`src/sarq_defs.svh`:
```
// constants for the sar adc readout sequencer: offsets, fields, resets, timing
// assumes a single 25 MHz core clock and an axi4-lite register bus
//
// Notes on behaviour
// - exactly one of three modes: single channel, round-robin, one-time sweep
// - every conversion result is ten bits wide
// - single mode converts only the chosen channel, then interrupts the core
// - after enabling, wait a programmable enable time before first sampling
// - sampling holds the chosen input for a programmable sample time
// - conversion lasts exactly twelve converter clock cycles
// - at conversion end result becomes readable; completion pulse lasts two cycles
// - continuous single mode restarts sampling the same channel after the pulse
// - round-robin steps channels 0 to 11 upward, storing each result
// - result registers readable any time without disturbing the sequence
// - round-robin sweeps forever; each new result overwrites the old
// - full sweep roughly 760 us, about 63.33 us per channel
// - one-time sweep follows round-robin order and stops after last channel
// - one-time sweep interrupts only after the whole sweep completes
`ifndef SARQ_DEFS_SVH
`define SARQ_DEFS_SVH

// register byte offsets
`define SARQ_CTRL_OFS     8'h00
`define SARQ_TEN_OFS      8'h04
`define SARQ_TSMP_OFS     8'h08
`define SARQ_STAT_OFS     8'h0c
`define SARQ_IRQ_STAT_OFS 8'h10
`define SARQ_IRQ_MASK_OFS 8'h14
`define SARQ_AVG_OFS      8'h18
`define SARQ_RES_OFS      8'h40

// control fields
`define SARQ_CTRL_EN      0
`define SARQ_CTRL_MODE_LO 1
`define SARQ_CTRL_CONT    3
`define SARQ_CTRL_CH_LO   8

// reset values
`define SARQ_TEN_RST  16'h0064
`define SARQ_TSMP_RST 16'h0032

// timing
`define SARQ_CONV_CYC  12
`define SARQ_PULSE_CYC 2
`define SARQ_LAST_CH   11
`define SARQ_CLK_MHZ   25
`define SARQ_CH_NS     63330
`define SARQ_CH_CYC    ((`SARQ_CH_NS * `SARQ_CLK_MHZ) / 1000)

// interrupt bits
`define SARQ_IRQ_DONE  0
`define SARQ_IRQ_SWEEP 1
`endif

```
`src/sarq_pkg.sv`:
```
// types for the sar adc readout sequencer
// assumes sarq_defs.svh supplies the numbers
package sarq_pkg;
	typedef enum logic [1:0] {
		SARQ_MODE_SINGLE = 2'b00,
		SARQ_MODE_RROBIN = 2'b01,
		SARQ_MODE_ONCE   = 2'b10
	} sarq_mode_t;

	typedef enum logic [2:0] {
		SARQ_ST_IDLE   = 3'b000,
		SARQ_ST_ENWAIT = 3'b001,
		SARQ_ST_SAMPLE = 3'b010,
		SARQ_ST_CONV   = 3'b011,
		SARQ_ST_PULSE  = 3'b100
	} sarq_state_t;

	// settings latched at each sample start
	typedef struct packed {
		sarq_mode_t  mode;
		logic        cont;
		logic [4:0]  chan;
		logic [15:0] t_smp;
	} sarq_cfg_t;
endpackage

```
`src/sarq_sync.sv`:
```
// three-stage synchroniser for the converter data-ready level
// assumes the input comes from the analog macro, outside this clock
`timescale 1ns/1ns
module sarq_sync (
	input  wire logic clock,
	input  wire logic rstn,
	input  wire logic din,
	output logic      dout
);
	logic [2:0] s_q;

	// stage 0 feeds only stage 1; change counted once stages 1 and 2 agree
	always_ff @(posedge clock) begin
		if (!rstn) begin
			s_q  <= 3'h0;
			dout <= 1'b0;
		end else begin
			s_q <= {s_q[1:0], din};
			if (s_q[1] == s_q[2])
				dout <= s_q[2];
		end
	end
endmodule

```
`src/sarq_ctr.sv`:
```
// down counter that reports zero; reused for each phase duration
// assumes a load and a count cycle never need to happen together
`timescale 1ns/1ns
module sarq_ctr #(
	parameter int W = 16
) (
	input  wire logic         clock,
	input  wire logic         rstn,
	input  wire logic         load,
	input  wire logic [W-1:0] value,
	output logic              zero
);
	logic [W-1:0] cnt_q;

	always_ff @(posedge clock) begin
		if (!rstn)
			cnt_q <= '0;
		else if (load)
			cnt_q <= value;
		else if (cnt_q != '0)
			cnt_q <= cnt_q - 1'b1;
	end

	assign zero = (cnt_q == '0);
endmodule

```
`src/sarq_seq.sv`:
```
// sar adc readout sequencer with axi4-lite registers, an irq line and a completion pulse
// assumes one core clock; converter returns data on adc_data before adc_convert ends
//
// Chosen here: the address map and register access over AXI4-Lite.
`timescale 1ns/1ns
`include "sarq_defs.svh"
module sarq_seq #(
	parameter int NCH = 32
) (
	input  wire logic        clock,
	input  wire logic        rstn,
	input  wire logic [7:0]  s_axi_awaddr,
	input  wire logic        s_axi_awvalid,
	output logic             s_axi_awready,
	input  wire logic [31:0] s_axi_wdata,
	input  wire logic [3:0]  s_axi_wstrb,
	input  wire logic        s_axi_wvalid,
	output logic             s_axi_wready,
	output logic [1:0]       s_axi_bresp,
	output logic             s_axi_bvalid,
	input  wire logic        s_axi_bready,
	input  wire logic [7:0]  s_axi_araddr,
	input  wire logic        s_axi_arvalid,
	output logic             s_axi_arready,
	output logic [31:0]      s_axi_rdata,
	output logic [1:0]       s_axi_rresp,
	output logic             s_axi_rvalid,
	input  wire logic        s_axi_rready,
	input  wire logic [9:0]  adc_data,
	input  wire logic        adc_ready,
	output logic             adc_enable,
	output logic             adc_sample,
	output logic             adc_convert,
	output logic [4:0]       adc_chan,
	output logic             completion_irq_pulse,
	output logic             irq
);
	localparam logic [4:0] LAST_CH = 5'(`SARQ_LAST_CH);

	// registers
	logic                 en_q, cont_q;
	sarq_pkg::sarq_mode_t mode_q;
	logic [4:0]           chan_q;
	logic [15:0]          ten_q, tsmp_q;
	logic [3:0]           avg_q;
	logic [1:0]           ist_q, imask_q;
	logic [9:0]           res_q [NCH];
	sarq_pkg::sarq_cfg_t  cfg_q;
	sarq_pkg::sarq_state_t st_q;
	logic                 en_d1_q;

	// bus handshake state
	logic        aw_got_q, w_got_q;
	logic [7:0]  awaddr_q;
	logic [31:0] wdata_q;
	logic        wr_go;
	logic [1:0]  ist_clr;
	logic        ready_s;

	// phase counter control
	logic        ld;
	logic [15:0] ld_val;
	logic        cnt_zero;
	logic [1:0]  ev;

	sarq_sync u_sync (
		.clock (clock),
		.rstn  (rstn),
		.din   (adc_ready),
		.dout  ()
	);

	sarq_ctr #(.W(16)) u_ctr (
		.clock (clock),
		.rstn  (rstn),
		.load  (ld),
		.value (ld_val),
		.zero  (cnt_zero)
	);

	// synchronised ready unused for timing: conversion length is counted locally
	assign ready_s = 1'b0;

	// write address and data taken in either order
	always_ff @(posedge clock) begin
		if (!rstn) begin
			aw_got_q      <= 1'b0;
			w_got_q       <= 1'b0;
			awaddr_q      <= 8'h00;
			wdata_q       <= 32'h0;
			s_axi_awready <= 1'b0;
			s_axi_wready  <= 1'b0;
			s_axi_bvalid  <= 1'b0;
			s_axi_bresp   <= 2'b00;
		end else begin
			s_axi_awready <= !aw_got_q && !s_axi_awready && !s_axi_bvalid;
			s_axi_wready  <= !w_got_q && !s_axi_wready && !s_axi_bvalid;
			if (s_axi_awvalid && s_axi_awready) begin
				aw_got_q <= 1'b1;
				awaddr_q <= s_axi_awaddr;
				s_axi_awready <= 1'b0;
			end
			if (s_axi_wvalid && s_axi_wready) begin
				w_got_q <= 1'b1;
				wdata_q <= s_axi_wdata;
				s_axi_wready <= 1'b0;
			end
			if (wr_go) begin
				aw_got_q     <= 1'b0;
				w_got_q      <= 1'b0;
				s_axi_bvalid <= 1'b1;
				s_axi_bresp  <= (awaddr_q < `SARQ_RES_OFS) && (awaddr_q > `SARQ_AVG_OFS)
				                ? 2'b10 : 2'b00;
			end else if (s_axi_bvalid && s_axi_bready)
				s_axi_bvalid <= 1'b0;
		end
	end

	assign wr_go = aw_got_q && w_got_q && !s_axi_bvalid;

	// software-writable settings; byte strobes are ignored, every write takes all bits
	always_ff @(posedge clock) begin
		if (!rstn) begin
			en_q    <= 1'b0;
			cont_q  <= 1'b0;
			mode_q  <= sarq_pkg::SARQ_MODE_SINGLE;
			chan_q  <= 5'h00;
			ten_q   <= `SARQ_TEN_RST;
			tsmp_q  <= `SARQ_TSMP_RST;
			avg_q   <= 4'h1;
			imask_q <= 2'h0;
		end else if (wr_go) begin
			unique case (awaddr_q)
				`SARQ_CTRL_OFS: begin
					en_q   <= wdata_q[`SARQ_CTRL_EN];
					cont_q <= wdata_q[`SARQ_CTRL_CONT];
					// illegal mode code falls back to single, keeping one mode
					mode_q <= (wdata_q[`SARQ_CTRL_MODE_LO+:2] == 2'b11) ?
					          sarq_pkg::SARQ_MODE_SINGLE :
					          sarq_pkg::sarq_mode_t'(wdata_q[`SARQ_CTRL_MODE_LO+:2]);
					chan_q <= wdata_q[`SARQ_CTRL_CH_LO+:5];
				end
				`SARQ_TEN_OFS:      ten_q   <= wdata_q[15:0];
				`SARQ_TSMP_OFS:     tsmp_q  <= wdata_q[15:0];
				`SARQ_AVG_OFS:      avg_q   <= wdata_q[3:0];
				`SARQ_IRQ_MASK_OFS: imask_q <= wdata_q[1:0];
				default: ;
			endcase
		end
	end

	// write-one-to-clear request for interrupt status
	assign ist_clr = (wr_go && awaddr_q == `SARQ_IRQ_STAT_OFS) ? wdata_q[1:0] : 2'h0;

	// read channel: results read straight from storage, sequence untouched
	always_ff @(posedge clock) begin
		if (!rstn) begin
			s_axi_arready <= 1'b0;
			s_axi_rvalid  <= 1'b0;
			s_axi_rdata   <= 32'h0;
			s_axi_rresp   <= 2'b00;
		end else begin
			s_axi_arready <= !s_axi_arready && !s_axi_rvalid;
			if (s_axi_arvalid && s_axi_arready) begin
				s_axi_arready <= 1'b0;
				s_axi_rvalid  <= 1'b1;
				s_axi_rresp   <= 2'b00;
				// sixteen result words above the base; higher offsets fall to unmapped
				if (s_axi_araddr[7:6] == 2'b01)
					s_axi_rdata <= {22'h0, res_q[{1'b0, s_axi_araddr[5:2]}]};
				else begin
					unique case (s_axi_araddr)
						`SARQ_CTRL_OFS:     s_axi_rdata <= {19'h0, chan_q, 4'h0,
						                                    cont_q, mode_q, en_q};
						`SARQ_TEN_OFS:      s_axi_rdata <= {16'h0, ten_q};
						`SARQ_TSMP_OFS:     s_axi_rdata <= {16'h0, tsmp_q};
						`SARQ_STAT_OFS:     s_axi_rdata <= {24'h0, cfg_q.chan, st_q};
						`SARQ_IRQ_STAT_OFS: s_axi_rdata <= {30'h0, ist_q};
						`SARQ_IRQ_MASK_OFS: s_axi_rdata <= {30'h0, imask_q};
						`SARQ_AVG_OFS:      s_axi_rdata <= {28'h0, avg_q};
						default: begin
							s_axi_rdata <= 32'h0;
							s_axi_rresp <= 2'b10;
						end
					endcase
				end
			end else if (s_axi_rvalid && s_axi_rready)
				s_axi_rvalid <= 1'b0;
		end
	end

	// phase sequencer
	always_ff @(posedge clock) begin
		if (!rstn) begin
			st_q    <= sarq_pkg::SARQ_ST_IDLE;
			cfg_q   <= '0;
			en_d1_q <= 1'b0;
		end else begin
			en_d1_q <= en_q;
			if (!en_q)
				st_q <= sarq_pkg::SARQ_ST_IDLE; // abort, results kept
			else begin
				unique case (st_q)
					sarq_pkg::SARQ_ST_IDLE:
						if (!en_d1_q)
							st_q <= sarq_pkg::SARQ_ST_ENWAIT; // off to on edge
					sarq_pkg::SARQ_ST_ENWAIT:
						if (cnt_zero) begin
							st_q        <= sarq_pkg::SARQ_ST_SAMPLE;
							cfg_q.mode  <= mode_q; // latch at sample start
							cfg_q.cont  <= cont_q;
							cfg_q.t_smp <= tsmp_q;
							// auto modes start at channel 0
							cfg_q.chan  <= (mode_q == sarq_pkg::SARQ_MODE_SINGLE) ?
							               chan_q : 5'h00;
						end
					sarq_pkg::SARQ_ST_SAMPLE:
						if (cnt_zero)
							st_q <= sarq_pkg::SARQ_ST_CONV; // sample time done
					sarq_pkg::SARQ_ST_CONV:
						if (cnt_zero)
							st_q <= sarq_pkg::SARQ_ST_PULSE; // twelve cycles over
					sarq_pkg::SARQ_ST_PULSE:
						if (cnt_zero) begin
							cfg_q.mode  <= mode_q; // next sample relatches
							cfg_q.cont  <= cont_q;
							cfg_q.t_smp <= tsmp_q;
							unique case (cfg_q.mode)
								sarq_pkg::SARQ_MODE_SINGLE: begin
									cfg_q.chan <= chan_q;
									// one shot unless continuous
									st_q <= cfg_q.cont ? sarq_pkg::SARQ_ST_SAMPLE :
									        sarq_pkg::SARQ_ST_IDLE;
								end
								sarq_pkg::SARQ_MODE_RROBIN: begin
									// wrap and sweep forever
									cfg_q.chan <= (cfg_q.chan == LAST_CH) ? 5'h00 :
									              cfg_q.chan + 5'h01;
									st_q <= sarq_pkg::SARQ_ST_SAMPLE;
								end
								default: begin
									cfg_q.chan <= cfg_q.chan + 5'h01;
									// halt after last channel
									st_q <= (cfg_q.chan == LAST_CH) ? sarq_pkg::SARQ_ST_IDLE :
									        sarq_pkg::SARQ_ST_SAMPLE;
								end
							endcase
						end
					default: st_q <= sarq_pkg::SARQ_ST_IDLE;
				endcase
			end
		end
	end

	// counter loads on every phase entry; wait of zero still costs one cycle
	always_comb begin
		ld     = 1'b0;
		ld_val = 16'h0;
		if (en_q && st_q == sarq_pkg::SARQ_ST_IDLE && !en_d1_q) begin
			ld     = 1'b1;
			ld_val = ten_q;
		end else if (en_q && cnt_zero && st_q == sarq_pkg::SARQ_ST_ENWAIT) begin
			ld     = 1'b1;
			ld_val = tsmp_q;
		end else if (en_q && cnt_zero && st_q == sarq_pkg::SARQ_ST_SAMPLE) begin
			ld     = 1'b1;
			ld_val = 16'(`SARQ_CONV_CYC - 1);
		end else if (en_q && cnt_zero && st_q == sarq_pkg::SARQ_ST_CONV) begin
			ld     = 1'b1;
			ld_val = 16'(`SARQ_PULSE_CYC - 1);
		end else if (en_q && cnt_zero && st_q == sarq_pkg::SARQ_ST_PULSE) begin
			ld     = 1'b1;
			// channel period is tsmp+15 cycles; firmware sets tsmp for the sweep rate
			ld_val = tsmp_q;
		end
	end

	// result capture at conversion end; 10-bit value overwrites old one
	always_ff @(posedge clock) begin
		if (!rstn) begin
			for (int i = 0; i < NCH; i++)
				res_q[i] <= 10'h000;
		end else if (en_q && cnt_zero && !ld_q_conv(st_q)) begin
			res_q[cfg_q.chan] <= adc_data;
		end
	end

	function automatic logic ld_q_conv(input sarq_pkg::sarq_state_t s);
		ld_q_conv = (s != sarq_pkg::SARQ_ST_CONV);
	endfunction

	// events: each completion outside one-time mode, and end of a one-time sweep only
	assign ev[`SARQ_IRQ_DONE]  = en_q && cnt_zero && st_q == sarq_pkg::SARQ_ST_CONV &&
	                             cfg_q.mode != sarq_pkg::SARQ_MODE_ONCE;
	assign ev[`SARQ_IRQ_SWEEP] = en_q && cnt_zero && st_q == sarq_pkg::SARQ_ST_CONV &&
	                             cfg_q.mode == sarq_pkg::SARQ_MODE_ONCE &&
	                             cfg_q.chan == LAST_CH;

	// sticky status: a new event beats a clear in the same cycle
	always_ff @(posedge clock) begin
		if (!rstn)
			ist_q <= 2'h0;
		else
			ist_q <= (ist_q & ~ist_clr) | ev;
	end

	// converter drive and interrupt outputs, all registered
	always_ff @(posedge clock) begin
		if (!rstn) begin
			adc_enable           <= 1'b0;
			adc_sample           <= 1'b0;
			adc_convert          <= 1'b0;
			adc_chan             <= 5'h00;
			completion_irq_pulse <= 1'b0;
			irq                  <= 1'b0;
		end else begin
			adc_enable  <= en_q;
			adc_sample  <= en_q && st_q == sarq_pkg::SARQ_ST_SAMPLE && !ready_s;
			adc_convert <= en_q && st_q == sarq_pkg::SARQ_ST_CONV;
			adc_chan    <= cfg_q.chan;
			// two-cycle pulse, suppressed mid-sweep in one-time mode
			completion_irq_pulse <= en_q && st_q == sarq_pkg::SARQ_ST_PULSE &&
			                        (cfg_q.mode != sarq_pkg::SARQ_MODE_ONCE ||
			                         cfg_q.chan == LAST_CH);
			irq <= |((ist_q | ev) & imask_q);
		end
	end
endmodule

```
`config.mk`:
```
export PLATFORM = sky130hd
export DESIGN_NAME = sarq_seq
export DESIGN_NICKNAME = d
export VERILOG_FILES = /design/src/sarq_pkg.sv /design/src/sarq_sync.sv /design/src/sarq_ctr.sv /design/src/sarq_seq.sv
export VERILOG_INCLUDE_DIRS = /design/src
export SDC_FILE = /design/constraint.sdc
export NUM_CORES = 1
export LEC_CHECK = 0
export BUFFER_PORTS_ARGS = -buffer_cell sky130_fd_sc_hd__buf_2
export CAP_MARGIN = 30
export CORE_ASPECT_RATIO = 0.9
export CORE_MARGIN = 2
export CORE_UTILIZATION = 60
export CTS_CLUSTER_DIAMETER = 150
export CTS_CLUSTER_SIZE = 40
export DETAILED_ROUTE_END_ITERATION = 8
export GPL_TIMING_DRIVEN = 0
export PLACE_DENSITY = 0.84
export SLEW_MARGIN = 0
export SYNTH_ARGS = -nofsm -noshare
export SYNTH_HDL_FRONTEND = slang
export SYNTH_HIERARCHICAL = 1
export SYNTH_SLANG_ARGS = --single-unit
```
`constraint.sdc`:
```
create_clock -name clock -period 4.5 [get_ports clock]
set_input_delay 0.9 -clock clock [delete_from_list [all_inputs] [get_ports clock]]
set_output_delay 0.9 -clock clock [all_outputs]
set_load 0.01 [all_outputs]
```
==> metrics.yaml <==
outcome: "finished with violations"
violations: "setup timing"
syn-cell-area_um2: 13900
postCtsSetupRepairBufs: 0
place_ws_ps: -19.2
cts_tree: "built"
cts.sinks: 295
path_class: "flip-flop to flip-flop"
finish.utilization_pct: 67.0
synth_top_cell_area_share_pct: 34.5
ys_top_cells_by_area: "edfxtp_1, dfxtp_1, and2_1"
rsz0062_at_grt: "yes"
antenna_found_initial: 0
cp_slowest_cell: "o21ai_1"
syn_to_final_growth_pct: 9.06
place_inst: 1706
worst-path-buf-inv: 4
initial_core_util_pct: 61.5
drt-pass1-iter-count: 6
worst_slack_ps: -9.00
route.detailed.drc: 0
synth_warnings: 6
cp_common_cell: "buf_2"
portBuffers: 79
critPathMaxStageDelay_ps: 1000
async_flop_share_pct: 0
grt_max_degree: 42
num_io_pins: 121
ys_seq_area_share_pct: 53.9
dp_hpwl_mm: 28.5
core_region_area_um2: 22600
clk_transition_reported_paths_ps: 140
avgRoutedWirePerCell_um: 22.3
grt-busiest-layer: "met1"
clk_latency_ps: 520
fill_cells: 1776
grt_first_pass_wirelength_mm: 58.4
max-slew-margin-rel_pct: 30.8
vias: 11007
min_path_type: "flip-flop to flip-flop"
critPathTopFamily: "simple AND/OR/NAND/NOR gates"
skew_ps: 43.6
grtUsageTotal_pct: 31.7
die_y_um: 148
yosysUniqueCellTypes: 76
p_leak_nw: 5.60
avgSynthCellArea_um2: 10.7
stdcell_count: 1724
worst_pin_slew_ps: 1030
rows: 52
hold_ws_ps: 463
multi_input_area_um2: 5850
path_max_fanout: 10
drive_above_1_share_pct: 14.3
globalplace.congestion: 0.962
cts_made_buffers: 11
routed_wirelength_mm: 38.5
arrival_ps: 4660
finalCritPeriodShare_pct: 100
nets: 1499
die_area_um2: 24400
crit_path_end_kind: "flip-flop"
grt_use_met1_pct: 47.3
power.density_nw_per_um2: 341
n_antenna_cell: 0
gr-usage-met2_pct: 46.3
drtIter0Drc: 1618
finalSetupViolations: 10
cts.path.max_buffers: 3
start_kind: "flip-flop"
hold_violations: 0
path_cells: "inv_1, ha_1, or3b_1, or4_4, buf_6, buf_2, nor2_1, and4b_1, buf_2, nand4_1, o21ai_1"
regArea_um2: 7510
ys.flop_type: "edfxtp_1"
dieWidth_um: 165
detail-route-antenna-nets: 0
maxSlewViolCount: 0
viasPerCell: 6.38
globalRouteOverflowTotal: 0
htree_levels: 1
synth-seq-cells: 295
maxCapViolCount: 0
fmax_mhz: 222
critical_path_required_ps: 4650
grt_pass1_vias: 10092
syn_inst: 1301
synth_edf_count: 160
root_buffer: "clkbuf_16"
tns_ps: -63.0
gr-usage-met3_pct: 8.37
ir_drop_mv: 0.268
yosysTopAreaCell: "edfxtp_1"
period_minus_slack_ps: 4510
[cells by family after synthesis]
family	share of synthesized area (%)
muxes	8.35
adders and majority gates	0.539
and+or+nand+nor	19.0
DFF	53.9
buffers and inverters	4.59
AOI/OAI and AO/OA	12.8
xor gates and xnor gates	0.692
other	0.0269
[repair_timing]
item / 4_1_cts / 5_1_grt
hold buffers: 0 / 0
endpoints found under the setup margin: 4 / 73
gates resized for setup: 1 / 8
[final cells by class]
cell class	count	share of cell area, %
Buffer	118	3.77
Timing Repair Buffer	92	3.18
Clock inverter	1	0.198
Tap cell	297	2.45
Inverter	18	0.445
Sequential cell	295	49.5
Clock buffer	16	1.94
Multi-Input combinational cell	887	38.6
[routing by layer]
layer / up-vias / wire (µm)
li1: 4964 / -
met1: 5219 / 15600
met2: 745 / 16500
met3: 79 / 5270
met4: 0 / 1110
met5: - / 0
[state kept, by name, summed over array words and instances, names as in the netlist, 2 cells and up]
| signal | flops |
|---|---|
| chan_q | 5 |
| ten_q | 16 |
| awaddr_q | 8 |
| ist_q | 2 |
| avg_q | 4 |
| mode_q | 2 |
| wdata_q | 16 |
| s_axi_rdata | 16 |
| res_q | 160 |
| st_q | 3 |
| u_ctr/cnt_q | 16 |
| cfg_q | 8 |
| tsmp_q | 16 |
| adc_chan | 5 |
| imask_q | 2 |
[cell usage after synthesis (4+ instances only)]
cell type,n
and2_1,167
edfxtp_1,160
dfxtp_1,135
nand2_1,90
a21oi_1,85
nand3_1,81
o21ai_0,73
clkbuf_1,68
mux2i_1,52
nor2_1,38
a22oi_1,25
mux4_2,21
a22o_1,20
buf_4,20
buf_2,19
nor3_1,19
inv_1,16
mux2_2,15
nor2b_1,13
a31oi_1,12
nand4_1,12
o21ai_1,11
nand2b_1,8
nor4_1,8
xnor2_1,8
buf_1,7
o211ai_1,7
ha_1,6
o2bb2ai_1,5
a32oi_1,4
and4_1,4
buf_6,4
nand4b_1,4
o221ai_1,4
o31ai_1,4
or3_1,4
or4_4,4
[layout by cell type, fill, tap and decap left out, drive strengths merged, types with 8 or more instances in the layout]
cell type	instances
nand4	12
xnor2	8
nor2	38
clkbuf	84
nand3	81
nand2b	8
mux2i	52
buf	142
a22o	20
mux2	15
mux4	21
dfxtp	135
o21ai	85
nand2	90
a22oi	25
edfxtp	160
inv	18
and2	167
a21oi	85
nor4	10
conb	18
nor2b	13
nor3	19
a31oi	12
[stage by stage]
stage,power [W],cell area [µm²]
2_1_floorplan,0.00368,14000
3_3_place_gp,0.00388,14700
3_5_place_dp,0.00392,14800
4_1_cts,0.00515,15200
5_1_grt,0.00534,15200
6_report,0.00518,15200
[power breakdown]
part / switching, W / internal [W] / leakage, nW
registers: 0.0000922 / 0.00295 / 2.75
logic: 0.000515 / 0.000334 / 2.70
clock network: 0.000814 / 0.000478 / 0.153
total: 0.00142 / 0.00376 / 5.60
[worst register-to-register path, cell delays in order (launching register included)]
cell and delay, ps:
dfxtp_1 360, inv_1 80, ha_1 190, or3b_1 440, or4_4 550, buf_6 150, buf_2 180, nor2_1 290
and4b_1 240, buf_2 220, nand4_1 450, o21ai_1 1000
[final timing paths]
kind	startpoint	to	slack, ps	cells past startpoint
min	s_axi_rresp[1]	s_axi_rresp[1]	460	2
max reg2reg	u_ctr/cnt_q[0]	res_q[1][7]	-9	11
min reg2reg	s_axi_rresp[1]	s_axi_rresp[1]	460	2
max	u_ctr/cnt_q[0]	res_q[1][7]	-9	11
(Power assumes the default switching activity.)
